**src/pkg/supply_status_defs.vh**
```
// Constants for the supply turn-on timeout and status bank
// How it works
// Limit 0001h..7FFFh: assert enable, rail must pass UV fault level in time
// Limit 0000h: assert enable, monitor, no wait; crossing never gates next slot
// Host should use general output, slot 0, zero delay for monitor-only channels
// Limit 8000h..FFFFh: overvoltage and undervoltage monitoring defeated
// Each page pairs one rail sense input with one enable output
// General-output configuration overrides sequencing control of the enable output
// Limit is a two-byte millisecond count from enable to UV crossing
// Negative limit: no sequencing, enable held low, voltage faults off
// Timeout sets summary voltage bit, timeout bit, fault action, alert
// Clear while condition persists sets the status bit again at once
// After alert clear, only new events reassert the alert output
// Summary word 16 bits; bit 15 voltage; bits 14,13,10,9,7,4,3,0 zero
// Summary bit 11 is OR of all power-good-lost flags
// Summary bit 6 is OR of all sequenced-off flags
// Bits 12 vendor, 8 margin, 5 OV fault, 2 temperature, 1 comms
// Any-channel-off and power-good-lost bits never raise the alert
// Voltage status latched; conditions reset again, timeout only on new event
// Voltage byte: 7 OVF, 6 OVW, 5 UVW, 4 UVF, 2 timeout, others zero
// Temperature byte: 7 fault, 6 warning, latched, persist sets again
// Comms byte: 7 bad command, 6 bad data, new occurrence only; code latches the input level, so a persisting input sets again
// Comms bit 0 tracks log-full in real time, unlatched
// With wrap enabled, log-full clears once an overwrite happens
// Timeout count starts on each enable rise, stops on crossing or deassertion
`ifndef SUPPLY_STATUS_DEFS_VH
`define SUPPLY_STATUS_DEFS_VH
`define CMD_TURN_ON_LIMIT    8'h62
`define CMD_SUMMARY_WORD     8'h79
`define CMD_VOUT_STATUS      8'h7a
`define CMD_TEMP_STATUS      8'h7d
`define CMD_COMM_STATUS      8'h7e
`define LIMIT_RESET          16'h0000
`define MS_TIME              1
`define CLK_MHZ              100
`define CYCLES_PER_MS        (`MS_TIME * `CLK_MHZ * 1000)
`define VO_OVF_BIT           7
`define VO_OVW_BIT           6
`define VO_UVW_BIT           5
`define VO_UVF_BIT           4
`define VO_TON_BIT           2
`define SW_VOUT_BIT          15
`define SW_MFR_BIT           12
`define SW_PGL_BIT           11
`define SW_MARGIN_BIT        8
`define SW_OFF_BIT           6
`define SW_OV_BIT            5
`define SW_TEMP_BIT          2
`define SW_CML_BIT           1
`endif

```
**src/logic/turn_on_channel.v**
```verilog
// One channel: turn-on limit mode decode, timeout count and voltage status
`timescale 1ns/1ns
`include "supply_status_defs.vh"
module turn_on_channel
(
	input  wire        clk_i,
	input  wire        nrst_i,
	input  wire        ms_tick_i,
	input  wire [15:0] limit_i,
	input  wire        seq_on_i,
	input  wire        gpo_mode_i,
	input  wire        gpo_level_i,
	input  wire        above_uvf_i,
	input  wire        ovf_i,
	input  wire        ovw_i,
	input  wire        uvw_i,
	input  wire        uvf_i,
	input  wire        clear_i,
	output reg         supply_enable_out_o,
	output wire [7:0]  vout_status_o,
	output wire        timeout_event_o,
	output wire        new_event_o,
	output wire        off_flag_o,
	output wire        slot_done_o
);
	// ****************************************
	// Mode decode
	// ****************************************
	wire        off_mode   = limit_i[15];
	wire        blind_mode = (limit_i == 16'h0000);
	wire        enable_int = seq_on_i & ~off_mode;
	wire        mon_en     = ~off_mode;
	reg  [15:0] ms_cnt_reg;
	reg         waiting_reg;
	reg         crossed_reg;
	reg  [4:0]  vo_reg;
	reg  [3:0]  cond_d_reg;

	// ****************************************
	// Timeout counter
	// ****************************************
	// Timeout is one pulse per wait so a cleared bit only returns on a new event
	assign timeout_event_o = waiting_reg & ms_tick_i & (ms_cnt_reg + 16'h0001 >= limit_i)
		& ~above_uvf_i;
	always @(posedge clk_i or negedge nrst_i)
	begin
		if (!nrst_i)
		begin
			ms_cnt_reg  <= 16'h0000;
			waiting_reg <= 1'b0;
			crossed_reg <= 1'b0;
		end
		else if (!enable_int)
		begin
			waiting_reg <= 1'b0;
			crossed_reg <= 1'b0;
			ms_cnt_reg  <= 16'h0000;
		end
		else if (!supply_enable_out_o)
		begin
			waiting_reg <= ~blind_mode;
			ms_cnt_reg  <= 16'h0000;
		end
		else if (waiting_reg)
		begin
			if (above_uvf_i)
			begin
				waiting_reg <= 1'b0;
				crossed_reg <= 1'b1;
			end
			else if (timeout_event_o)
				waiting_reg <= 1'b0;
			else if (ms_tick_i)
				ms_cnt_reg <= ms_cnt_reg + 16'h0001;
		end
	end

	// Sequencing drive unless general-output use overrides
	always @(posedge clk_i or negedge nrst_i)
	begin
		if (!nrst_i)
			supply_enable_out_o <= 1'b0;
		else if (gpo_mode_i)
			supply_enable_out_o <= gpo_level_i;
		else
			supply_enable_out_o <= enable_int;
	end

	// ****************************************
	// Voltage status byte
	// ****************************************
	wire [3:0] cond = {ovf_i, ovw_i, uvw_i, uvf_i} & {4{mon_en}};
	always @(posedge clk_i or negedge nrst_i)
	begin
		if (!nrst_i)
		begin
			vo_reg     <= 5'h00;
			cond_d_reg <= 4'h0;
		end
		else
		begin
			cond_d_reg <= cond;
			// Set wins over clear; persisting conditions reset at once
			vo_reg <= ((clear_i ? 5'h00 : vo_reg) | {cond, timeout_event_o});
		end
	end
	assign new_event_o = |(cond & ~cond_d_reg) | timeout_event_o;
	assign vout_status_o = {vo_reg[4], vo_reg[3], vo_reg[2], vo_reg[1], 1'b0,
		vo_reg[0], 2'b00};
	assign off_flag_o  = ~off_mode & ~supply_enable_out_o & ~gpo_mode_i;
	assign slot_done_o = blind_mode | crossed_reg;
endmodule // turn_on_channel

```
**src/logic/supply_status_bank.v**
```verilog
// Status bank: per-channel turn-on logic, summary word and alert output
`timescale 1ns/1ns
`include "supply_status_defs.vh"
module supply_status_bank
#(
	parameter CHANNELS  = 16,
	parameter MS_CYCLES = `CYCLES_PER_MS
)
(
	input  wire                  clk_i,
	input  wire                  nrst_i,
	input  wire [7:0]            page_i,
	input  wire [7:0]            cmd_i,
	input  wire                  wr_i,
	input  wire [15:0]           wdata_i,
	input  wire                  clear_faults_i,
	input  wire                  alert_clear_i,
	input  wire                  alert_enable_i,
	input  wire [CHANNELS-1:0]   seq_on_i,
	input  wire [CHANNELS-1:0]   enable_pin_gpo_config_i,
	input  wire [CHANNELS-1:0]   gpo_level_i,
	input  wire [CHANNELS-1:0]   above_uvf_i,
	input  wire [CHANNELS-1:0]   ovf_i,
	input  wire [CHANNELS-1:0]   ovw_i,
	input  wire [CHANNELS-1:0]   uvw_i,
	input  wire [CHANNELS-1:0]   uvf_i,
	input  wire [CHANNELS-1:0]   pg_lost_i,
	input  wire [CHANNELS-1:0]   margin_fault_i,
	input  wire                  vendor_status_i,
	input  wire                  ot_fault_i,
	input  wire                  ot_warn_i,
	input  wire                  bad_cmd_i,
	input  wire                  bad_data_i,
	input  wire                  log_full_i,
	input  wire                  log_wrap_enable_i,
	input  wire                  log_overwrite_i,
	output wire [CHANNELS-1:0]   supply_enable_out_o,
	output wire [CHANNELS-1:0]   slot_done_o,
	output wire [CHANNELS-1:0]   fault_action_o,
	output reg  [15:0]           rdata_o,
	output reg                   alert_o
);
	// ****************************************
	// Millisecond enable
	// ****************************************
	reg  [16:0] div_reg;
	wire        ms_tick = (div_reg == MS_CYCLES - 1);
	always @(posedge clk_i or negedge nrst_i)
	begin
		if (!nrst_i)
			div_reg <= 17'h00000;
		else if (ms_tick)
			div_reg <= 17'h00000;
		else
			div_reg <= div_reg + 17'h00001;
	end

	// ****************************************
	// Channels
	// ****************************************
	reg  [15:0]          limit_reg [0:CHANNELS-1];
	wire [7:0]           vo_st [0:CHANNELS-1];
	wire [CHANNELS-1:0]  ton_ev;
	wire [CHANNELS-1:0]  new_ev;
	wire [CHANNELS-1:0]  off_flag;
	wire                 pg_sel = (page_i < CHANNELS);
	wire [3:0]           pidx = page_i[3:0];
	integer i;
	always @(posedge clk_i or negedge nrst_i)
	begin
		if (!nrst_i)
		begin
			for (i = 0; i < CHANNELS; i = i + 1)
				limit_reg[i] <= `LIMIT_RESET;
		end
		else if (wr_i && cmd_i == `CMD_TURN_ON_LIMIT)
		begin
			for (i = 0; i < CHANNELS; i = i + 1)
				if (page_i == 8'hff || page_i == i[7:0])
					limit_reg[i] <= wdata_i;
		end
	end
	genvar g;
	generate
		for (g = 0; g < CHANNELS; g = g + 1)
		begin : ch
			turn_on_channel u_ch
			(
				.clk_i               (clk_i),
				.nrst_i              (nrst_i),
				.ms_tick_i           (ms_tick),
				.limit_i             (limit_reg[g]),
				.seq_on_i            (seq_on_i[g]),
				.gpo_mode_i          (enable_pin_gpo_config_i[g]),
				.gpo_level_i         (gpo_level_i[g]),
				.above_uvf_i         (above_uvf_i[g]),
				.ovf_i               (ovf_i[g]),
				.ovw_i               (ovw_i[g]),
				.uvw_i               (uvw_i[g]),
				.uvf_i               (uvf_i[g]),
				.clear_i             (clear_faults_i),
				.supply_enable_out_o (supply_enable_out_o[g]),
				.vout_status_o       (vo_st[g]),
				.timeout_event_o     (ton_ev[g]),
				.new_event_o         (new_ev[g]),
				.off_flag_o          (off_flag[g]),
				.slot_done_o         (slot_done_o[g])
			);
			assign fault_action_o[g] = ton_ev[g] | (ovf_i[g] | uvf_i[g]) & ~limit_reg[g][15];
		end
	endgenerate

	// ****************************************
	// Device-wide latched status and unlatched log-full bit
	// ****************************************
	reg  [1:0] temp_reg;
	reg  [1:0] cml_reg;
	reg  [1:0] ot_d_reg;
	reg        full_reg;
	reg        full_d_reg;
	reg        bad_d_reg;
	always @(posedge clk_i or negedge nrst_i)
	begin
		if (!nrst_i)
		begin
			temp_reg  <= 2'b00;
			cml_reg   <= 2'b00;
			ot_d_reg  <= 2'b00;
			bad_d_reg <= 1'b0;
			full_reg  <= 1'b0;
			full_d_reg <= 1'b0;
		end
		else
		begin
			ot_d_reg  <= {ot_fault_i, ot_warn_i};
			bad_d_reg <= bad_cmd_i | bad_data_i;
			temp_reg  <= (clear_faults_i ? 2'b00 : temp_reg) | {ot_fault_i, ot_warn_i};
			cml_reg   <= (clear_faults_i ? 2'b00 : cml_reg) | {bad_cmd_i, bad_data_i};
			full_d_reg <= log_full_i;
			// Overwrite erases two records, so the bit stays clear until the log fills again
			if (!log_wrap_enable_i)
				full_reg <= log_full_i;
			else if (log_overwrite_i)
				full_reg <= 1'b0;
			else if (log_full_i && !full_d_reg)
				full_reg <= 1'b1;
			else if (!log_full_i)
				full_reg <= 1'b0;
		end
	end

	// ****************************************
	// Summary word
	// ****************************************
	reg [7:0] vo_or;
	reg       ovf_any;
	always @*
	begin
		vo_or = 8'h00;
		for (i = 0; i < CHANNELS; i = i + 1)
			vo_or = vo_or | vo_st[i];
		ovf_any = vo_or[`VO_OVF_BIT];
	end
	wire [15:0] summary;
	assign summary[`SW_VOUT_BIT]   = |vo_or;
	assign summary[14:13]          = 2'b00;
	assign summary[`SW_MFR_BIT]    = vendor_status_i;
	assign summary[`SW_PGL_BIT]    = |pg_lost_i;
	assign summary[10:9]           = 2'b00;
	assign summary[`SW_MARGIN_BIT] = |margin_fault_i;
	assign summary[7]              = 1'b0;
	assign summary[`SW_OFF_BIT]    = |off_flag;
	assign summary[`SW_OV_BIT]     = ovf_any;
	assign summary[4:3]            = 2'b00;
	assign summary[`SW_TEMP_BIT]   = |temp_reg;
	assign summary[`SW_CML_BIT]    = |cml_reg;
	assign summary[0]              = 1'b0;

	// ****************************************
	// Alert
	// ****************************************
	// Only edges raise the alert; off and power-good-lost are left out on purpose
	wire new_event = |new_ev | |({ot_fault_i, ot_warn_i} & ~ot_d_reg)
		| ((bad_cmd_i | bad_data_i) & ~bad_d_reg);
	always @(posedge clk_i or negedge nrst_i)
	begin
		if (!nrst_i)
			alert_o <= 1'b0;
		else if (new_event && alert_enable_i)
			alert_o <= 1'b1;
		else if (alert_clear_i || clear_faults_i)
			alert_o <= 1'b0;
	end

	// ****************************************
	// Read mux
	// ****************************************
	always @(posedge clk_i or negedge nrst_i)
	begin
		if (!nrst_i)
			rdata_o <= 16'h0000;
		else if (cmd_i == `CMD_TURN_ON_LIMIT)
			rdata_o <= pg_sel ? limit_reg[pidx] : 16'h0000;
		else if (cmd_i == `CMD_SUMMARY_WORD)
			rdata_o <= summary;
		else if (cmd_i == `CMD_VOUT_STATUS)
			rdata_o <= {8'h00, pg_sel ? vo_st[pidx] : vo_or};
		else if (cmd_i == `CMD_TEMP_STATUS)
			rdata_o <= {8'h00, temp_reg, 6'h00};
		else if (cmd_i == `CMD_COMM_STATUS)
			rdata_o <= {8'h00, cml_reg, 5'h00, full_reg};
		else
			rdata_o <= 16'h0000;
	end
endmodule // supply_status_bank

```
**config.mk**
```make
export PLATFORM = sky130hd
export DESIGN_NAME = supply_status_bank
export DESIGN_NICKNAME = d
export VERILOG_FILES = /design/src/logic/turn_on_channel.v /design/src/logic/supply_status_bank.v
export VERILOG_INCLUDE_DIRS = /design/src /design/src/pkg
export SDC_FILE = /design/constraint.sdc
export NUM_CORES = 2
export LEC_CHECK = 0
export BUFFER_PORTS_ARGS = -buffer_cell sky130_fd_sc_hd__buf_2
export CORE_MARGIN = 8
export CORE_UTILIZATION = 35
export DETAILED_ROUTE_END_ITERATION = 12
export MAX_ROUTING_LAYER = met4
export SLEW_MARGIN = 20
export SYNTH_ARGS = -nofsm -noshare
export SYNTH_HDL_FRONTEND = slang
export SYNTH_HIERARCHICAL = 1
export SYNTH_SLANG_ARGS = --single-unit
```
**constraint.sdc**
```tcl
create_clock -name clk_i -period 5.54 [get_ports clk_i]
set_clock_uncertainty 0.1 [all_clocks]
set_input_delay 0.554 -clock clk_i [delete_from_list [all_inputs] [get_ports clk_i]]
set_output_delay 0.554 -clock clk_i [all_outputs]
set_load 0.02 [all_outputs]
```
======== Word-level counts from Yosys, hierarchy flattened ========
Index checks and enable logic that the tools add are counted.
storage, ports and cells
  bits of input ports ..................... 206
  logic and storage cells ................. 1041
  register bits ........................... 747
  output and inout bits ................... 65
cells by class
  order comparisons ....................... 18
  reduce and logical (&&, ||, !) cells .... 111
  add/subtract/negate cells ............... 17
  bitwise gates (word level) .............. 345
  eq/ne operators ......................... 135
  mux-type cells .......................... 294
operators by type and width
  operator                                        number
  two-way mux 16 bit                              101
  adder 16 x 1 -> 16 bit (second input constant)  16
  >= comparator 16 bit                            16
  zero test 16 bit                                16
  != test 3 bit (second input constant)           63
  two-way mux 1 bit                               166
  bitwise AND 4 bit                               32
  OR 8 bit                                        15
  bitwise AND 1 bit                               113
  NOT 1 bit                                       81
  two-way mux 5 bit                               16
  OR 5 bit                                        16
  OR 1 bit                                        67
  binary-select mux 16 bit (select 4 bit)         1
  == test 8 x 4 -> 1 bit (second input constant)  8
  != test 2 bit (second input constant)           32
  NOT 4 bit                                       16
  AND reduction 4 bit                             16
  OR reduction 16 bit                             4
  OR reduction 4 bit                              16
  two-way mux 8 bit                               6
  AND reduction 3 bit                             16
  == test 8 x 7 -> 1 bit (second input constant)  5
  binary-select mux 8 bit (select 4 bit)          1
  other kinds (25)                                81

======== Logic depth before layout (Yosys ltp) ========
  depth after elaboration ................. 19
  depth in mapped cells ................... 17
  depth with buffers taken out ............ 17

======== Modules after synthesis ========
Netlist, hierarchy kept.
by module, submodules not included
  module                              area an instance (um^2)  sequential area each (um^2)  cells each  times used
  turn_on_channel at ch[10].u_ch ...  2023.2                   700.7                        230         10
  supply_status_bank                  15381.0                  7482.2                       1077        1
  turn_on_channel at ch[5].u_ch ...   1998.2                   700.7                        223         3
  turn_on_channel at ch[0].u_ch       2019.4                   700.7                        229         1
  turn_on_channel at ch[8].u_ch       1995.7                   700.7                        225         1
  turn_on_channel at ch[9].u_ch       1935.6                   700.7                        220         1

======== Worst setup path before layout ========
No wires, ideal clock.
  kind .................................... flip-flop to flip-flop
  from .................................... register div_reg[0]
  to ...................................... register ch[0].u_ch.ms_cnt_reg[13]
  slack ................................... 1536 ps
  required time ........................... 5320 ps
  arrival time ............................ 3784 ps
  setup time .............................. 120 ps
  path buffers ............................ 1
  clock period less this slack ............ 4004 ps
  cell stages (with the launch flop) ...... 10
  cell sequence ........................... dfrtp_1 > ha_1 > and3_1 > nand3_1 > nor4_2 > nand3b_1 > a211oi_1 > clkbuf_1 > a31oi_1 > a41o_1
between the ends
  word-level cells in the longest chain between the ends .. 6
  elaborated cells on any way between the ends .. 7
  classes of those cells .................. eq/ne: 3; bitwise: 3; reduce/logical: 1
RTL lines
  what                             RTL line                 source
  start, declared                  supply_status_bank.v:46  reg [16:0] div_reg;
  start signal, assigned           supply_status_bank.v:55  div_reg <= div_reg + 17'h00001;
  == test 17 bit *                 supply_status_bank.v:47  wire ms_tick = (div_reg == MS_CYCLES - 1);
  via ms_tick                      supply_status_bank.v:47
  bitwise AND 1 bit (2 in series)  turn_on_channel.v:43     assign timeout_event_o = waiting_reg & ms_tick_i & (ms_cnt_reg + 16'h0001 >= limit_i)
  bitwise AND 1 bit                turn_on_channel.v:44     & ~above_uvf_i;
  != test 3 bit (no line)          -
  AND reduction 4 bit (no line) *  -
  end signal, assigned             turn_on_channel.v:74     ms_cnt_reg <= ms_cnt_reg + 16'h0001;
  end, declared                    turn_on_channel.v:33     reg [15:0] ms_cnt_reg;
Mark *: on every way through the listed nets, which the timed path passes. The rest lies on a longest branch.
A chain may end at the register's enable or synchronous reset.

======== Final worst setup path ========
  from .................................... register ch[6].u_ch.ms_cnt_reg[0]
  to ...................................... output port fault_action_o[6]
between the ends
  word-level cells in the longest chain between the ends .. 5
RTL lines
  what                    RTL line                  source
  start, declared         turn_on_channel.v:33
  start signal, assigned  turn_on_channel.v:74
  adder 16 x 1 -> 16 bit  turn_on_channel.v:43
  >= comparator 16 bit    turn_on_channel.v:43
  bitwise AND 1 bit       turn_on_channel.v:43
  bitwise AND 1 bit       turn_on_channel.v:44
  via ton_ev[6]           supply_status_bank.v:63   wire [CHANNELS-1:0] ton_ev;
  OR 1 bit                supply_status_bank.v:109  assign fault_action_o[g] = ton_ev[g] | (ovf_i[g] | uvf_i[g]) & ~limit_reg[g][15];
  end, declared           supply_status_bank.v:39   output wire [CHANNELS-1:0] fault_action_o,
The timed path passes the listed nets, and every way through them passes these cells.

==> results.py <==
metrics = {
    "sta": {
        "fin_crit_ps": 5270,
        "fmax_mhz": 190,
        "finalHoldViolations": 0,
        "drv_slew": 0,
        "fin_crit_sh": 0.951,
        "slew_headroom": 0.0881,
        "finalSetupTns_ps": 0,
        "setup_viol_count_final": 0,
        "rsz0062_at_grt": "no",
        "tightestPinTransition_ps": 1360,
    },
    "synthesis": {
        "synth-simple-area-share": 0.178,
        "synthAdderAreaFrac": 0.0718,
        "async_flop_share": 1.00,
        "synth_compound_area_frac": 0.131,
        "synth-edff-count": 0,
        "synthTopCellsByCount": "747 x dfrtp_1, 394 x nand2_1, 350 x inv_1, 273 x ha_1, 267 x a21oi_1",
        "synth.most_common_cell": "dfrtp_1",
        "synth_flop_cell": "dfrtp_1",
        "syn_avg_cell_area_um2": 10.1,
        "synthesis.area_um2": 47600,
        "synthTopCellsByArea": "dfrtp_1 39%, ha_1 7.2%, mux2_2 5.7%",
        "seq_area_frac_synth": 0.393,
        "synth_top_cell_by_area": "dfrtp_1",
        "synth_xor_area_frac": 0.0451,
        "synth_top_family_by_area": "simple AND/OR/NAND/NOR gates",
        "yosys_warnings": 6,
        "synth_top_area_share": 0.393,
        "yosysUniqueCellTypes": 85,
        "syn_inst": 4720,
        "synthMuxAreaShare": 0.128,
        "synth_seq_cells": 747,
    },
    "global_route": {
        "grt_max_degree": 140,
        "grt_pass1_wl_um": 248000,
        "overflow": 0,
        "antenna_found_initial": 32,
        "grt_pass1_vias": 38400,
        "grt_use_total": 0.225,
    },
    "placement": {
        "place_area_um2": 50700,
        "dp_hpwl_um": 126000,
        "dp.cells": 6651,
        "gp_congestion": 0.958,
        "io_buffer_count": 270,
    },
    "cells_and_area": {
        "finalNonFillerCells": 6916,
        "nets": 5519,
        "final_core_utilization": 0.405,
        "area_growth_pct": 15.2,
        "design_area_um2": 54800,
        "layout-drive-gt1-share": 0.190,
    },
    "floorplan": {
        "initial_core_util": 0.352,
        "fp.coreArea_um2": 135000,
        "die_area_um2": 148000,
        "die_h_um": 385,
        "rows": 135,
        "top_level_ports": 271,
        "fp.dieW_um": 385,
    },
    "route": {
        "drcViolationCount": 0,
        "vias": 39800,
        "routed_wl_um": 166000,
        "via_per_inst": 5.75,
        "ant_nets": 0,
        "dr.pass1.iters": 6,
        "post_drt_wl_per_cell_um": 24.0,
        "dr.first_iter.drc_count": 3685,
    },
    "cts": {
        "cts_htree_levels": 3,
        "clock-sinks": 747,
        "cts_buffer_depth": 3,
        "cts_root_buffer": "clkbuf_16",
        "cts_made_buffers": 90,
        "insertion_delay_ps": 730,
        "cts_tree": "yes",
        "postCtsSetupBuffers": 0,
        "cts.clk_slew.worst_paths_ps": 60,
    },
    "worst_setup_path": {
        "worstPathRequired_ps": 4890,
        "cp-start-kind": "flip-flop",
        "worstPathMaxFanout": 6,
        "critPathCaptureType": "output port",
        "arrival_ps": 4620,
        "critPathKind": "flip-flop to output port",
    },
    "hold_path": {
        "hp-class": "primary input to flip-flop",
    },
    "run": {
        "drv_cap": 0,
    },
    "status": {
        "outcome": "completed",
    },
    "power": {
        "ir_worst_vdd_mv": 0.204,
        "leakagePower_nw": 24.8,
        "power.density_nw_per_um2": 232,
    },
}
-- per-layer routing --
metal	part of all wire	track usage	up-vias
met3	0.082	0.0476	326
met5	0	-	-
li1	-	-	18100
met1	0.41	0.284	19900
met2	0.46	0.351	1469
met4	0.048	0.0970	0
-- worst paths after layout --
| path | start | end | slack [ps] | cells after the start |
|---|---|---|---|---|
| min in group asynchronous | nrst_i | ch[0].u_ch/ms_cnt_reg[1] | 360 | 2 |
| max in group asynchronous | nrst_i | ch[9].u_ch/ms_cnt_reg[1] | 3600 | 3 |
| min | uvw_i[15] | ch[15].u_ch/cond_d_reg[1] | 20 | 2 |
| max reg2reg | ch[5].u_ch/ms_cnt_reg[2] | alert_o | 530 | 15 |
| max | ch[6].u_ch/ms_cnt_reg[0] | fault_action_o[6] | 270 | 12 |
| min reg2reg | ch[2].u_ch/crossed_reg | ch[2].u_ch/crossed_reg | 380 | 2 |
-- cells by family after synthesis --
logic type / count (synthesis)
xor gates and xnor gates: 245
buffers and inverters: 565
other: 16
adders and majority gates: 273
muxes: 439
and+or+nand+nor: 1499
DFF: 747
AOI/OAI and AO/OA: 936
-- worst max-delay path, cell delays in order (launching register included) --
cell and delay [ps]:
dfrtp_1 430, ha_1 310, nand3_4 150, nor4_4 460, nand4_2 200, xnor2_1 170
ha_1 290, nand4_1 210, nor4_1 520, a21oi_1 160, a21oi_1 530, o21bai_1 240
buf_2 210
-- cells in the final DEF, fill, tap and decap left out, types with 133 or more instances in the layout --
| cell type | instances |
|---|---|
| xnor2_1 | 142 |
| dfrtp_1 | 747 |
| inv_1 | 350 |
| mux2_2 | 242 |
| ha_1 | 273 |
| buf_2 | 266 |
| a21oi_1 | 264 |
| nand2_1 | 394 |
| nor2_1 | 218 |
| o21ai_0 | 133 |
-- report_power, final --
group          switching (W)  internal, W  leakage, nW  total (W)
Sequential         0.0000777      0.00553         10.0    0.00561
Combinational       0.000542     0.000276         13.3   0.000818
Clock                0.00259      0.00370         1.52    0.00629
-- area by class of cell --
type	instances	area (µm²)
tap	1781	2230
clock buffer	123	2630
antenna	22	55.1
multi-input combinational	3440	26600
timing repair buffer	411	2720
sequential	747	18700
clock inverter	42	483
inverter	350	1310
fill	13200	80400
-- stage by stage --
step                hold WS [ps]  worst slack (ps)  total power (W)
global route                21.0              25.0           0.0131
global placement             368               833          0.00646
CTS                         1.26              87.1           0.0128
finish                      22.4               271           0.0127
detailed placement           376               744          0.00647
floorplan                    158              1540          0.00604
-- repair_timing --
item,CTS,global route
endpoints found under the hold margin,139,0
gates resized for setup,1,9
hold buffers,78,0
endpoints found under the setup margin,1,8
Power figures use the tool's default switching activity.
